--- src/design/pzf_pkg.sv ---
/*
 * pzf_pkg: register offsets, field positions, reset values and encodings
 * for the phase, zone and frequency register group.
 * Assumes an 8-bit register port driven by the serial management engine.
 */
package pzf_pkg;

    // =====================================================================
    // register offsets
    // =====================================================================
    localparam logic [7:0] OFS_FREQ_STRAP_STATUS = 8'h2f;
    localparam logic [7:0] OFS_FREQ_CONFIG = 8'h30;
    localparam logic [7:0] OFS_DOWNSTEP_PHASE_ENABLE = 8'h31;
    localparam logic [7:0] OFS_SAVING_PIN_LEVEL = 8'h32;
    localparam logic [7:0] OFS_PHASE_ENABLED_STATUS = 8'h33;
    localparam logic [7:0] OFS_ZONE_ENABLE_MASK = 8'h34;
    localparam logic [7:0] OFS_ZONE_STRAP_STATUS = 8'h35;
    localparam logic [7:0] OFS_ZONE_CONFIG = 8'h36;

    // =====================================================================
    // field widths and positions
    // =====================================================================
    localparam int FREQ_W = 5;
    localparam int ZONE_FIELD_W = 3;
    localparam int ZONE_COUNT = 5;
    localparam int PHASE_COUNT = 4;
    localparam int ZONE_FIRST_LSB = 3;
    localparam int ZONE_SECOND_LSB = 0;
    localparam int DOWNSTEP_BIT = 0;

    // second-function latch select bits
    localparam int SECFN_FREQ_BIT = 5;
    localparam int SECFN_ZONE_BIT = 1;

    // =====================================================================
    // reset values
    // =====================================================================
    localparam logic [4:0] FREQ_RESET = 5'h00;
    localparam logic [2:0] ZONE_FIELD_RESET = 3'h0;
    localparam logic DOWNSTEP_RESET = 1'b1;
    localparam logic [4:0] ZONE_MASK_RESET = 5'h1f;
    localparam logic [7:0] SECFN_RESET = 8'h00;

    // =====================================================================
    // encodings
    // =====================================================================
    localparam logic [1:0] SAVE_LVL_MID = 2'h0;
    localparam logic [1:0] SAVE_LVL_LOW = 2'h1;
    localparam logic [1:0] SAVE_LVL_HIGH = 2'h2;
    localparam logic [2:0] ZONE_CODE_MAX_FIRST = 3'h4;
    localparam logic [2:0] ZONE_CODE_ALIAS = 3'h4;
    localparam logic [2:0] ZONE_LEVEL_TOP_SECOND = 3'h3;

    // =====================================================================
    // timing: cycles from reset release until the synchronised straps are valid
    // =====================================================================
    localparam int SYNC_DEPTH = 2;
    localparam logic [1:0] PU_LOAD_CYC = 2'h2;

endpackage : pzf_pkg

--- src/design/pzf_sync.sv ---
/*
 * pzf_sync: two-flip-flop synchroniser for a bundle of level inputs.
 * Assumes each bit is a slow level; no multi-bit coherency is promised.
 */
`timescale 1ns/1ns
module pzf_sync #(
    parameter int W = 1
) (
    input wire logic clk,         // system clock
    input wire logic rstn,        // async reset, active low
    input wire logic [W-1:0] d,   // asynchronous levels
    output logic [W-1:0] q        // synchronised levels
);

    // =====================================================================
    // two-stage chain
    // =====================================================================
    logic [W-1:0] meta_r;
    logic [W-1:0] q_r;

    always_ff @(posedge clk or negedge rstn)
    begin
        if (!rstn)
        begin
            meta_r <= '0;
            q_r <= '0;
        end
        else
        begin
            meta_r <= d;
            q_r <= meta_r;
        end
    end

    assign q = q_r;

endmodule : pzf_sync

--- src/design/pzf_regs.sv ---
/*
 * pzf_regs: frequency, downstep, power-saving level, phase status and
 * low-power-zone registers of a multiphase buck controller.
 * Assumes a register port from the serial management engine on CLK_SYS,
 * strap codes from the strap measurement front end, and the two
 * second-function latch bytes from their own register logic.
 */
// Overview of operation
// Freq status and config use bits 4:0; status holds an even strap code, config any code.
// One downstep gating bit at bit 0 of its register, bits 7:1 reserved.
// The downstep gating bit resets to 1 and writing 0 disables the downstep change.
// The power-saving pin level is read-only at bits 1:0, bits 7:2 reserved.
// The pin level reads 00 for mid, 01 for low and 10 for high.
// Phase status reads one enabled bit per phase in bits 3:0, phase 1 at bit 0.
// A 5-bit zone enable mask, zone 1 at bit 0, applies while the saving input is low.
// All mask bits reset to 1 and bits 7:5 are reserved.
// Zone status and config registers are loaded from the two zone straps at power-on.
// Zone status reloads from the straps on every rising edge of the enable input.
// The zone config value is used only while the zone select of the latch bytes is set.
// Zone fields sit at 5:3 and 2:0, reset 000; first-field codes 0..4 give levels 0..4.
// Second-field codes 0..3 give levels 0..3, 100 gives level 3, 101..111 are reserved.
// Freq config replaces the strap value only when both latch bytes set the freq select.
// Host writes the same byte to both latches; source switches only when they agree.
// Reserved bits read zero; writes to reserved bits or read-only registers are ignored.
`timescale 1ns/1ns
module pzf_regs (
    input wire logic CLK_SYS,              // 125 MHz system clock
    input wire logic RSTN,                 // power-on reset, async, active low
    input wire logic [7:0] REG_ADDR,       // register offset
    input wire logic REG_WR,               // write strobe, one cycle
    input wire logic [7:0] REG_WDATA,      // write data
    input wire logic REG_RD,               // read strobe, one cycle
    output logic [7:0] REG_RDATA,          // read data, registered
    input wire logic [7:0] SECFN_LATCH_A,  // second-function latch byte A
    input wire logic [7:0] SECFN_LATCH_B,  // second-function latch byte B
    input wire logic POWER_SAVING_INPUT_LOW,   // saving pin below mid band
    input wire logic POWER_SAVING_INPUT_HIGH,  // saving pin above mid band
    input wire logic ENABLE_PIN,           // controller enable pin
    input wire logic [4:0] FREQ_STRAP_SELECT,  // measured frequency strap code
    input wire logic [2:0] ZONE_STRAP_FIRST,   // measured first zone strap code
    input wire logic [2:0] ZONE_STRAP_SECOND,  // measured second zone strap code
    input wire logic [3:0] PHASE_ACTIVE,   // per-phase enable from the modulator
    output logic [4:0] FREQ_CODE,          // frequency code in use
    output logic VOLTAGE_CODE_DOWNSTEP_EN, // downstep may change phases in light load
    output logic [4:0] ZONE_ENABLE_MASK,   // zone enables, valid while saving input low
    output logic ZONE_MODE_ACTIVE,         // saving input low, zone settings apply
    output logic [2:0] ZONE_FIRST_LEVEL,   // first zone level in use
    output logic [2:0] ZONE_SECOND_LEVEL   // second zone level in use
);

    // =====================================================================
    // input synchronisation
    // =====================================================================
    localparam int SYNC_W = 2 + 1 + pzf_pkg::FREQ_W + 2 * pzf_pkg::ZONE_FIELD_W;

    logic [SYNC_W-1:0] sync_in;
    logic [SYNC_W-1:0] sync_out;
    logic save_low_s;
    logic save_high_s;
    logic en_s;
    logic [4:0] freq_strap_s;
    logic [2:0] zone_first_s;
    logic [2:0] zone_second_s;

    assign sync_in = {POWER_SAVING_INPUT_LOW, POWER_SAVING_INPUT_HIGH, ENABLE_PIN,
                      FREQ_STRAP_SELECT, ZONE_STRAP_FIRST, ZONE_STRAP_SECOND};

    pzf_sync #(
        .W(SYNC_W)
    ) u_sync (
        .clk(CLK_SYS),
        .rstn(RSTN),
        .d(sync_in),
        .q(sync_out)
    );

    assign {save_low_s, save_high_s, en_s, freq_strap_s, zone_first_s, zone_second_s} = sync_out;

    // =====================================================================
    // register state
    // =====================================================================
    logic [1:0] pu_cnt_r;
    logic [1:0] pu_cnt_nxt;
    logic pu_done_r;
    logic pu_done_nxt;
    logic en_prev_r;
    logic en_prev_nxt;
    logic [4:0] freq_status_r;
    logic [4:0] freq_status_nxt;
    logic [4:0] freq_cfg_r;
    logic [4:0] freq_cfg_nxt;
    logic downstep_r;
    logic downstep_nxt;
    logic [4:0] zone_mask_r;
    logic [4:0] zone_mask_nxt;
    logic [5:0] zone_status_r;
    logic [5:0] zone_status_nxt;
    logic [5:0] zone_cfg_r;
    logic [5:0] zone_cfg_nxt;
    logic sel_freq_r;
    logic sel_freq_nxt;
    logic sel_zone_r;
    logic sel_zone_nxt;
    logic [7:0] rdata_r;
    logic [7:0] rdata_nxt;

    logic strap_load;
    logic en_rise;
    logic [5:0] zone_strap_word;
    logic [1:0] save_level;
    logic [7:0] rd_mux;

    assign zone_strap_word = {zone_first_s, zone_second_s};
    assign en_rise = en_s && !en_prev_r;
    assign strap_load = !pu_done_r && (pu_cnt_r == pzf_pkg::PU_LOAD_CYC);

    // =====================================================================
    // power-saving pin level encoding
    // =====================================================================
    always_comb
    begin
        if (save_high_s)
            save_level = pzf_pkg::SAVE_LVL_HIGH;
        else if (save_low_s)
            save_level = pzf_pkg::SAVE_LVL_LOW;
        else
            save_level = pzf_pkg::SAVE_LVL_MID;
    end

    // =====================================================================
    // read multiplexer
    // =====================================================================
    always_comb
    begin
        rd_mux = 8'h00;
        case (REG_ADDR)
            pzf_pkg::OFS_FREQ_STRAP_STATUS: rd_mux = {3'h0, freq_status_r};
            pzf_pkg::OFS_FREQ_CONFIG: rd_mux = {3'h0, freq_cfg_r};
            pzf_pkg::OFS_DOWNSTEP_PHASE_ENABLE: rd_mux = {7'h00, downstep_r};
            pzf_pkg::OFS_SAVING_PIN_LEVEL: rd_mux = {6'h00, save_level};
            pzf_pkg::OFS_PHASE_ENABLED_STATUS: rd_mux = {4'h0, PHASE_ACTIVE};
            pzf_pkg::OFS_ZONE_ENABLE_MASK: rd_mux = {3'h0, zone_mask_r};
            pzf_pkg::OFS_ZONE_STRAP_STATUS: rd_mux = {2'h0, zone_status_r};
            pzf_pkg::OFS_ZONE_CONFIG: rd_mux = {2'h0, zone_cfg_r};
            default: rd_mux = 8'h00;
        endcase
    end

    // =====================================================================
    // next-state logic
    // =====================================================================
    always_comb
    begin
        pu_cnt_nxt = pu_cnt_r;
        pu_done_nxt = pu_done_r;
        en_prev_nxt = en_s;
        freq_status_nxt = freq_status_r;
        freq_cfg_nxt = freq_cfg_r;
        downstep_nxt = downstep_r;
        zone_mask_nxt = zone_mask_r;
        zone_status_nxt = zone_status_r;
        zone_cfg_nxt = zone_cfg_r;
        sel_freq_nxt = sel_freq_r;
        sel_zone_nxt = sel_zone_r;
        rdata_nxt = rdata_r;

        // wait for the synchroniser to fill before sampling straps
        if (!pu_done_r)
        begin
            pu_cnt_nxt = pu_cnt_r + 2'h1;
        end
        if (strap_load)
        begin
            pu_done_nxt = 1'b1;
            freq_status_nxt = {freq_strap_s[4:1], 1'b0};
            zone_status_nxt = zone_strap_word;
            zone_cfg_nxt = zone_strap_word;
        end
        else if (pu_done_r && en_rise)
        begin
            zone_status_nxt = zone_strap_word;
        end

        // source select follows the latch bytes only while they agree
        if (SECFN_LATCH_A == SECFN_LATCH_B)
        begin
            sel_freq_nxt = SECFN_LATCH_A[pzf_pkg::SECFN_FREQ_BIT];
            sel_zone_nxt = SECFN_LATCH_A[pzf_pkg::SECFN_ZONE_BIT];
        end

        // host writes: only defined bits of writable registers
        if (REG_WR)
        begin
            case (REG_ADDR)
                pzf_pkg::OFS_FREQ_CONFIG:
                begin
                    freq_cfg_nxt = REG_WDATA[4:0];
                end
                pzf_pkg::OFS_DOWNSTEP_PHASE_ENABLE:
                begin
                    downstep_nxt = REG_WDATA[pzf_pkg::DOWNSTEP_BIT];
                end
                pzf_pkg::OFS_ZONE_ENABLE_MASK:
                begin
                    zone_mask_nxt = REG_WDATA[4:0];
                end
                pzf_pkg::OFS_ZONE_CONFIG:
                begin
                    zone_cfg_nxt = REG_WDATA[5:0];
                end
                default:
                begin
                    zone_mask_nxt = zone_mask_r;
                end
            endcase
        end

        if (REG_RD)
        begin
            rdata_nxt = rd_mux;
        end
    end

    // =====================================================================
    // state registers
    // =====================================================================
    always_ff @(posedge CLK_SYS or negedge RSTN)
    begin
        if (!RSTN)
        begin
            pu_cnt_r <= 2'h0;
            pu_done_r <= 1'b0;
            en_prev_r <= 1'b0;
            freq_status_r <= pzf_pkg::FREQ_RESET;
            freq_cfg_r <= pzf_pkg::FREQ_RESET;
            downstep_r <= pzf_pkg::DOWNSTEP_RESET;
            zone_mask_r <= pzf_pkg::ZONE_MASK_RESET;
            zone_status_r <= {pzf_pkg::ZONE_FIELD_RESET, pzf_pkg::ZONE_FIELD_RESET};
            zone_cfg_r <= {pzf_pkg::ZONE_FIELD_RESET, pzf_pkg::ZONE_FIELD_RESET};
            sel_freq_r <= 1'b0;
            sel_zone_r <= 1'b0;
            rdata_r <= 8'h00;
        end
        else
        begin
            pu_cnt_r <= pu_cnt_nxt;
            pu_done_r <= pu_done_nxt;
            en_prev_r <= en_prev_nxt;
            freq_status_r <= freq_status_nxt;
            freq_cfg_r <= freq_cfg_nxt;
            downstep_r <= downstep_nxt;
            zone_mask_r <= zone_mask_nxt;
            zone_status_r <= zone_status_nxt;
            zone_cfg_r <= zone_cfg_nxt;
            sel_freq_r <= sel_freq_nxt;
            sel_zone_r <= sel_zone_nxt;
            rdata_r <= rdata_nxt;
        end
    end

    // =====================================================================
    // effective settings
    // =====================================================================
    logic [5:0] zone_word;
    logic [2:0] zone_first_code;
    logic [2:0] zone_second_code;
    logic [2:0] zone_first_lvl;
    logic [2:0] zone_second_lvl;

    assign zone_word = sel_zone_r ? zone_cfg_r : zone_status_r;
    assign zone_first_code = zone_word[pzf_pkg::ZONE_FIRST_LSB +: pzf_pkg::ZONE_FIELD_W];
    assign zone_second_code = zone_word[pzf_pkg::ZONE_SECOND_LSB +: pzf_pkg::ZONE_FIELD_W];

    // reserved codes fall back to level 0
    always_comb
    begin
        if (zone_first_code <= pzf_pkg::ZONE_CODE_MAX_FIRST)
            zone_first_lvl = zone_first_code;
        else
            zone_first_lvl = 3'h0;
        if (zone_second_code == pzf_pkg::ZONE_CODE_ALIAS)
            zone_second_lvl = pzf_pkg::ZONE_LEVEL_TOP_SECOND;
        else if (zone_second_code < pzf_pkg::ZONE_CODE_ALIAS)
            zone_second_lvl = zone_second_code;
        else
            zone_second_lvl = 3'h0;
    end

    logic [4:0] freq_code_r;
    logic [2:0] zone_first_lvl_r;
    logic [2:0] zone_second_lvl_r;
    logic zone_mode_r;

    always_ff @(posedge CLK_SYS or negedge RSTN)
    begin
        if (!RSTN)
        begin
            freq_code_r <= pzf_pkg::FREQ_RESET;
            zone_first_lvl_r <= pzf_pkg::ZONE_FIELD_RESET;
            zone_second_lvl_r <= pzf_pkg::ZONE_FIELD_RESET;
            zone_mode_r <= 1'b0;
        end
        else
        begin
            freq_code_r <= sel_freq_r ? freq_cfg_r : freq_status_r;
            zone_first_lvl_r <= zone_first_lvl;
            zone_second_lvl_r <= zone_second_lvl;
            zone_mode_r <= save_low_s && !save_high_s;
        end
    end

    // =====================================================================
    // outputs
    // =====================================================================
    assign REG_RDATA = rdata_r;
    assign FREQ_CODE = freq_code_r;
    assign VOLTAGE_CODE_DOWNSTEP_EN = downstep_r;
    assign ZONE_ENABLE_MASK = zone_mask_r;
    assign ZONE_MODE_ACTIVE = zone_mode_r;
    assign ZONE_FIRST_LEVEL = zone_first_lvl_r;
    assign ZONE_SECOND_LEVEL = zone_second_lvl_r;

endmodule : pzf_regs

--- config.mk ---
export PLATFORM = sky130hd
export DESIGN_NAME = pzf_regs
export DESIGN_NICKNAME = d
export VERILOG_FILES = /design/src/design/pzf_pkg.sv /design/src/design/pzf_sync.sv /design/src/design/pzf_regs.sv
export SDC_FILE = /design/constraint.sdc
export NUM_CORES = 1
export LEC_CHECK = 0
export BUFFER_PORTS_ARGS = -buffer_cell sky130_fd_sc_hd__buf_2
export CAP_MARGIN = 20
export CORE_AREA = 2 2 107 109
export CTS_CLUSTER_SIZE = 16
export DETAILED_ROUTE_END_ITERATION = 16
export DIE_AREA = 0 0 109 111
export GPL_TIMING_DRIVEN = 0
export SLEW_MARGIN = 20
export SYNTH_ARGS = -nofsm -noshare
export SYNTH_HDL_FRONTEND = slang
export SYNTH_SLANG_ARGS = --single-unit
export TNS_END_PERCENT = 10
--- constraint.sdc ---
create_clock -name CLK_SYS -period 2.8 [get_ports CLK_SYS]
set_input_delay 0.14 -clock CLK_SYS [delete_from_list [all_inputs] [get_ports CLK_SYS]]
set_output_delay 0.14 -clock CLK_SYS [all_outputs]
set_load 0.03 [all_outputs]
* Yosys cells after proc, flatten, opt, wreduce, memory -nomap -nowiden
Cells that the tools add are included.
Widths: inputs -> output; s select.
** Operators by class
- Divide/modulo/power cells :: 0
- Add/subtract/negate cells :: 1
- Bitwise gates (word level) :: 0
- Multipliers :: 0
- Mux-type cells :: 13
- $lt $le $gt $ge :: 2
- Shift operators :: 0
- Reduce and logical (&&, ||, !) cells :: 11
- Equality and inequality tests :: 11
** Operators with widths (count)
- $eq 8x6->1 const B :: 8
- $pmux 6 s8 :: 1
- $mux 6 :: 6
- $mux 3 :: 3
- $eq 8x8->1 :: 1
- $reduce_and 2->1 :: 3
- $mux 5 :: 1
- $logic_and 1x1->1 :: 4
- $eq 3x3->1 const B :: 1
- $le 3x3->1 const B :: 1
- $logic_not 1->1 :: 3
- $lt 3x3->1 const B :: 1
- $add 2x1->2 const B :: 1
- $eq 2x2->1 const B :: 1
- $mux 2 :: 1
- $reduce_bool 2->1 :: 1
- $mux 1 :: 1
** Storage, ports and cells
- Bits of input ports :: 54
- Flip-flop bits (word level) :: 81
- ROM bits :: 0
- Memories kept :: 0
- Bits in latches :: 0
- Logic and storage cells :: 56
- Memory bits (writable) :: 0
- Output and inout port bits :: 26

* Logic depth before layout (Yosys ltp)
- Word-level depth :: 5
- Mapped depth :: 7
- Gate-level depth less buffers :: 6

* Modules after synthesis
From an unflattened synthesis, not the netlist that was laid out.
** Second synthesis, totals
- Cells, all modules :: 239
- Area total of the unflattened synthesis :: 3231.8 sq um
** By module, submodules not included
- pzf_regs :: instances 1, area an instance 2531.2 sq um, cells an instance 211, sequential area each 1258.7 sq um
- pzf_sync :: instances 1, area an instance 700.7 sq um, cells an instance 28, sequential area each 700.7 sq um

* Worst setup path before layout
No wires, ideal clock.
- Path kind :: register -> register
- Start :: reg pu_cnt_r[0]
- End :: reg freq_status_r[3]
- Cell stages (with the launch flop) :: 6
- Period minus slack after synthesis :: 1.635 ns
- Data arrival time :: 1.511 ns
- Setup slack :: 1.165 ns
- Path through :: dfrtp_1 inv_1 ha_1 nor2b_1 buf_1 mux2_2
** Between the ends
- Word-level cells in the longest chain between the ends :: 2
** RTL lines
- start, declared :: line pzf_regs.sv:82 : logic [1:0] pu_cnt_r;
- start signal, assigned :: line pzf_regs.sv:246 : pu_cnt_r <= pu_cnt_nxt;
- $eq 2x2->1 :: line pzf_regs.sv:115 : assign strap_load = !pu_done_r && (pu_cnt_r == pzf_pkg::PU_LOAD_CYC);
- $logic_and 1x1->1 :: line pzf_regs.sv:115
- end signal, assigned :: line pzf_regs.sv:234 : freq_status_r <= pzf_pkg::FREQ_RESET;
- end signal, assigned :: line pzf_regs.sv:249 : freq_status_r <= freq_status_nxt;
- end, declared :: line pzf_regs.sv:88 : logic [4:0] freq_status_r;
No other way between the ends.
A chain may end at the register's enable or synchronous reset.

* Final worst setup path
- Start :: reg pu_cnt_r[0]
- End :: reg zone_cfg_r[0]
** Between the ends
- Word-level cells in the longest chain between the ends :: 5
** RTL lines
- $eq 2x2->1 (*) :: line pzf_regs.sv:115
- $logic_and 1x1->1 (*) :: line pzf_regs.sv:115
- $mux 6 (*) :: line pzf_regs.sv:172 : if (strap_load)
- $mux 6 :: line pzf_regs.sv:194 : case (REG_ADDR)
- $mux 6 (*) :: line pzf_regs.sv:192 : if (REG_WR)
- named net zone_cfg_nxt[0] :: line pzf_regs.sv:99 : logic [5:0] zone_cfg_nxt;
- end signal, assigned :: line pzf_regs.sv:239 : zone_cfg_r <= {pzf_pkg::ZONE_FIELD_RESET, pzf_pkg::ZONE_FIELD_RESET};
- end signal, assigned :: line pzf_regs.sv:254 : zone_cfg_r <= zone_cfg_nxt;
- end, declared :: line pzf_regs.sv:98 : logic [5:0] zone_cfg_r;
Mark *: on every way through the listed nets, which the timed path passes. The rest lies on a longest branch.

==> run metrics <==
setup TNS 0 ps; clock network latency to the later pin of the worst-skew pair 330 ps; area leader, netlist dfrtp_1; Max IR drop VDD 229.6 uV; post-CTS setup buffers 0; Max Freq between 500 and 600 MHz; pin count of the biggest net entering global routing 48; sw frac approximately 26%; P_int slightly below 0.002 W; synthesis-stage register bit count 76; share of cells above drive strength 1 between 40% and 50%; Worst setup startpoint pu_cnt_r[0]; GRT Util Overall between 10% and 20%; clk root buf clkbuf_16; sequential share of power about 47%; row count 39; hold path startpoint SECFN_LATCH_A[1]; gp weighted congestion between 0.8 and 0.9; fin crit share 65.57%; Initial Util 29.11%; Syn Inst Count roughly 250; Unique masters post-synth 50; drt first pass iters 4; TritonCTS clock tree yes; Ys Warns 0; dominant synthesized flop cell dfrtp_1; Worst-Margin Slew a little over 600 ps; grt ovf 0; Slew headroom between 50% and 60%; status completed; EDFF count, synth 0; Setup crit end kind flop; Crit Path Max Fanout 10; fraction of registers with async set/reset 100.0%; DP Area around 3800 sq um; average size of a mapped cell around 13 sq um; top-count cell post-synth dfrtp_1; Antenna Cells 0; power density cells between 600 and 700 nW/um^2; first-pass GRT wire length between 10000 and 15000 um; DRC viols 0; DR top layer met4; Final Skew roughly 4.7 ps; worst hold path type in -> reg; final setup fails 0; sequential element share of the synthesized area 59.22%; Syn-to-layout area delta 30.73%; Critical Path Start Type flop; Worst Path Arrival roughly 2000 ps; RSZ-0062 raised after global routing false; drt total wl 7093 um; routed vias/inst between 4 and 5; Slew Viols, Final 0; Mapped Area ~3200 sq um; WL met3 ~380 um; Longest Clk Path Bufs 2; CTS buffer count 9; antenna viol nets, final 0; initial DRC count slightly below 100; P_sw 0.0006769 W; clock share of power 40.5%; initial antenna violation count 0; Sink Count 76; Comb power frac between 10% and 20%; area of the die approximately 12000 sq um; post-detail-place hpwl 5373 um; Tmin final roughly 1800 ps; top post-synthesis cells by count dfrtp_1 (70), mux2_2 (25), mux2i_1 (12), nand2_1 (11); Filler cells about 1100; # IOs 80; reg-to-reg startpoint pu_cnt_r[0]; Synth top area share between 50% and 60%; Leak around 1.9 nW; met1 wire length 3027 um; worst endpoint required time between 3000 and 4000 ps; nets 400; number of max-cap violations 0; post-CTS sizing 0; met2 WL post-DR 3561 um; DR WL/cell between 10 and 15 um; CP Class reg -> reg; vias in the first global route between 2000 and 2500; Synth area leaders dfrtp_1 (54%), mux2_2 (8.7%), dfstp_2 (4.9%); I/O Buffers between 70 and 80; Die H 111 um; Fin. Hold Viols 0; H-tree depth 3; total chip power about 0.0026 W; CORE AREA between 10000 and 15000 sq um; die width 109 um; Design Area, Final 4215 sq um; via count between 2000 and 2500; CTS clk-pin slew, worst paths roughly 60 ps
stage by stage:
stage	util (%)	std cells	hold slack (ps)	worst slack, ps
CTS	38.05	493	65.29	931.0
finish	38.05	493	73.81	964.1
detailed placement	34.27	463	101.2	949.8
floorplan	-	248	-155.6	1165
global route	38.05	493	82.61	818.6
global placement	34.00	462	249.2	967.3
registers in the layout (all words and copies together), names as in the netlist, 3 cells and up:
| register | flops |
|---|---|
| u_sync.meta_r | 13 |
| FREQ_CODE | 5 |
| u_sync.q | 13 |
| freq_status_r | 4 |
| ZONE_FIRST_LEVEL | 3 |
| freq_cfg_r | 5 |
| REG_RDATA | 6 |
| ZONE_ENABLE_MASK | 5 |
| zone_status_r | 6 |
| zone_cfg_r | 6 |
cells in the final DEF, fill, tap and decap left out, types with 3 or more instances in the layout:
cell / Yosys / routed
dfrtp_1: 70 / 70
dfstp_2: 6 / 6
mux2i_1: 12 / 12
o2bb2ai_1: 9 / 9
nand3b_1: 4 / 4
nand2b_1: 4 / 4
a21oi_2: 6 / 6
clkbuf_1: 4 / 5
nor2_2: 4 / 4
clkbuf_16: 0 / 9
buf_2: 3 / 73
nor2_1: 6 / 6
o21ai_0: 6 / 6
nand4_1: 4 / 4
dlygate4sd3_1: 0 / 14
buf_4: 3 / 4
nor2b_1: 5 / 5
inv_1: 7 / 7
clkinvlp_4: 0 / 3
xnor2_1: 9 / 9
conb_1: 1 / 3
nand3_1: 4 / 4
nand2_1: 11 / 11
or3b_2: 3 / 3
mux2_2: 25 / 25
nor3_1: 4 / 4
area by class of cell:
class                   instances  area, sq um  share of cell area, %
multi-input cells             152         1217                  28.88
well taps                     143        178.9                  4.245
plain buffers                  13        78.83                  1.870
repair buffers                 86        525.5                  12.47
clock inverters                 5        36.28                 0.8608
clock buffers                  11        242.7                  5.758
flip-flops and latches         76         1909                  45.30
inverters                       7        26.28                 0.6233
cells by family (layout without fill, tap and decap cells):
logic type	Yosys count	count (layout)	synth area share (%)
compound gates	37	37	9.003
xor+xnor	9	9	2.445
fa+ha+maj	1	1	0.3880
buf+inv	20	122	3.259
flops	76	76	59.22
mux	37	37	12.46
other cells	1	3	0.1163
simple gates	65	65	13.12
worst paths after layout:
kind                                             to  slack, ps  cells after the start
worst max-delay path                  zone_cfg_r[0]        960                      6
worst min-delay path                     sel_zone_r         70                      2
min in group asynchronous          u_sync.meta_r[0]        280                      2
worst max register to register        zone_cfg_r[0]        960                      6
max in group asynchronous       ZONE_ENABLE_MASK[3]       1910                      3
worst min register to register          u_sync.q[4]        350                      0
critical path, stage by stage (launching register included):
cell and delay, ps:
dfrtp_1 390, inv_1 60, ha_1 150, nor2b_1 220, buf_1 510, mux2i_1 310
a21oi_2 80
power groups by stage:
stage | clock (W) | sequential, W | combinational (W)
2_1_floorplan | 0 | 0.00129 | 0.000142
3_3_place_gp | 0 | 0.00125 | 0.000309
3_5_place_dp | 0 | 0.00125 | 0.000320
4_1_cts | 0.00109 | 0.00123 | 0.000336
5_1_grt | 0.00116 | 0.00124 | 0.000362
6_report | 0.00106 | 0.00123 | 0.000331
metal layers:
layer  up-vias  global-route usage [%]
li1       1078                       -
met1      1116                   15.53
met2        60                   21.24
met3        15                   3.586
met4         0                   5.214
met5         -                       0
repair_timing:
item                                    in CTS  in global routing
hold buffers                                14                  0
endpoints found under the setup margin       0                  0
endpoints found under the hold margin       42                  0
Note: power is estimated with default switching activity, not from simulation.
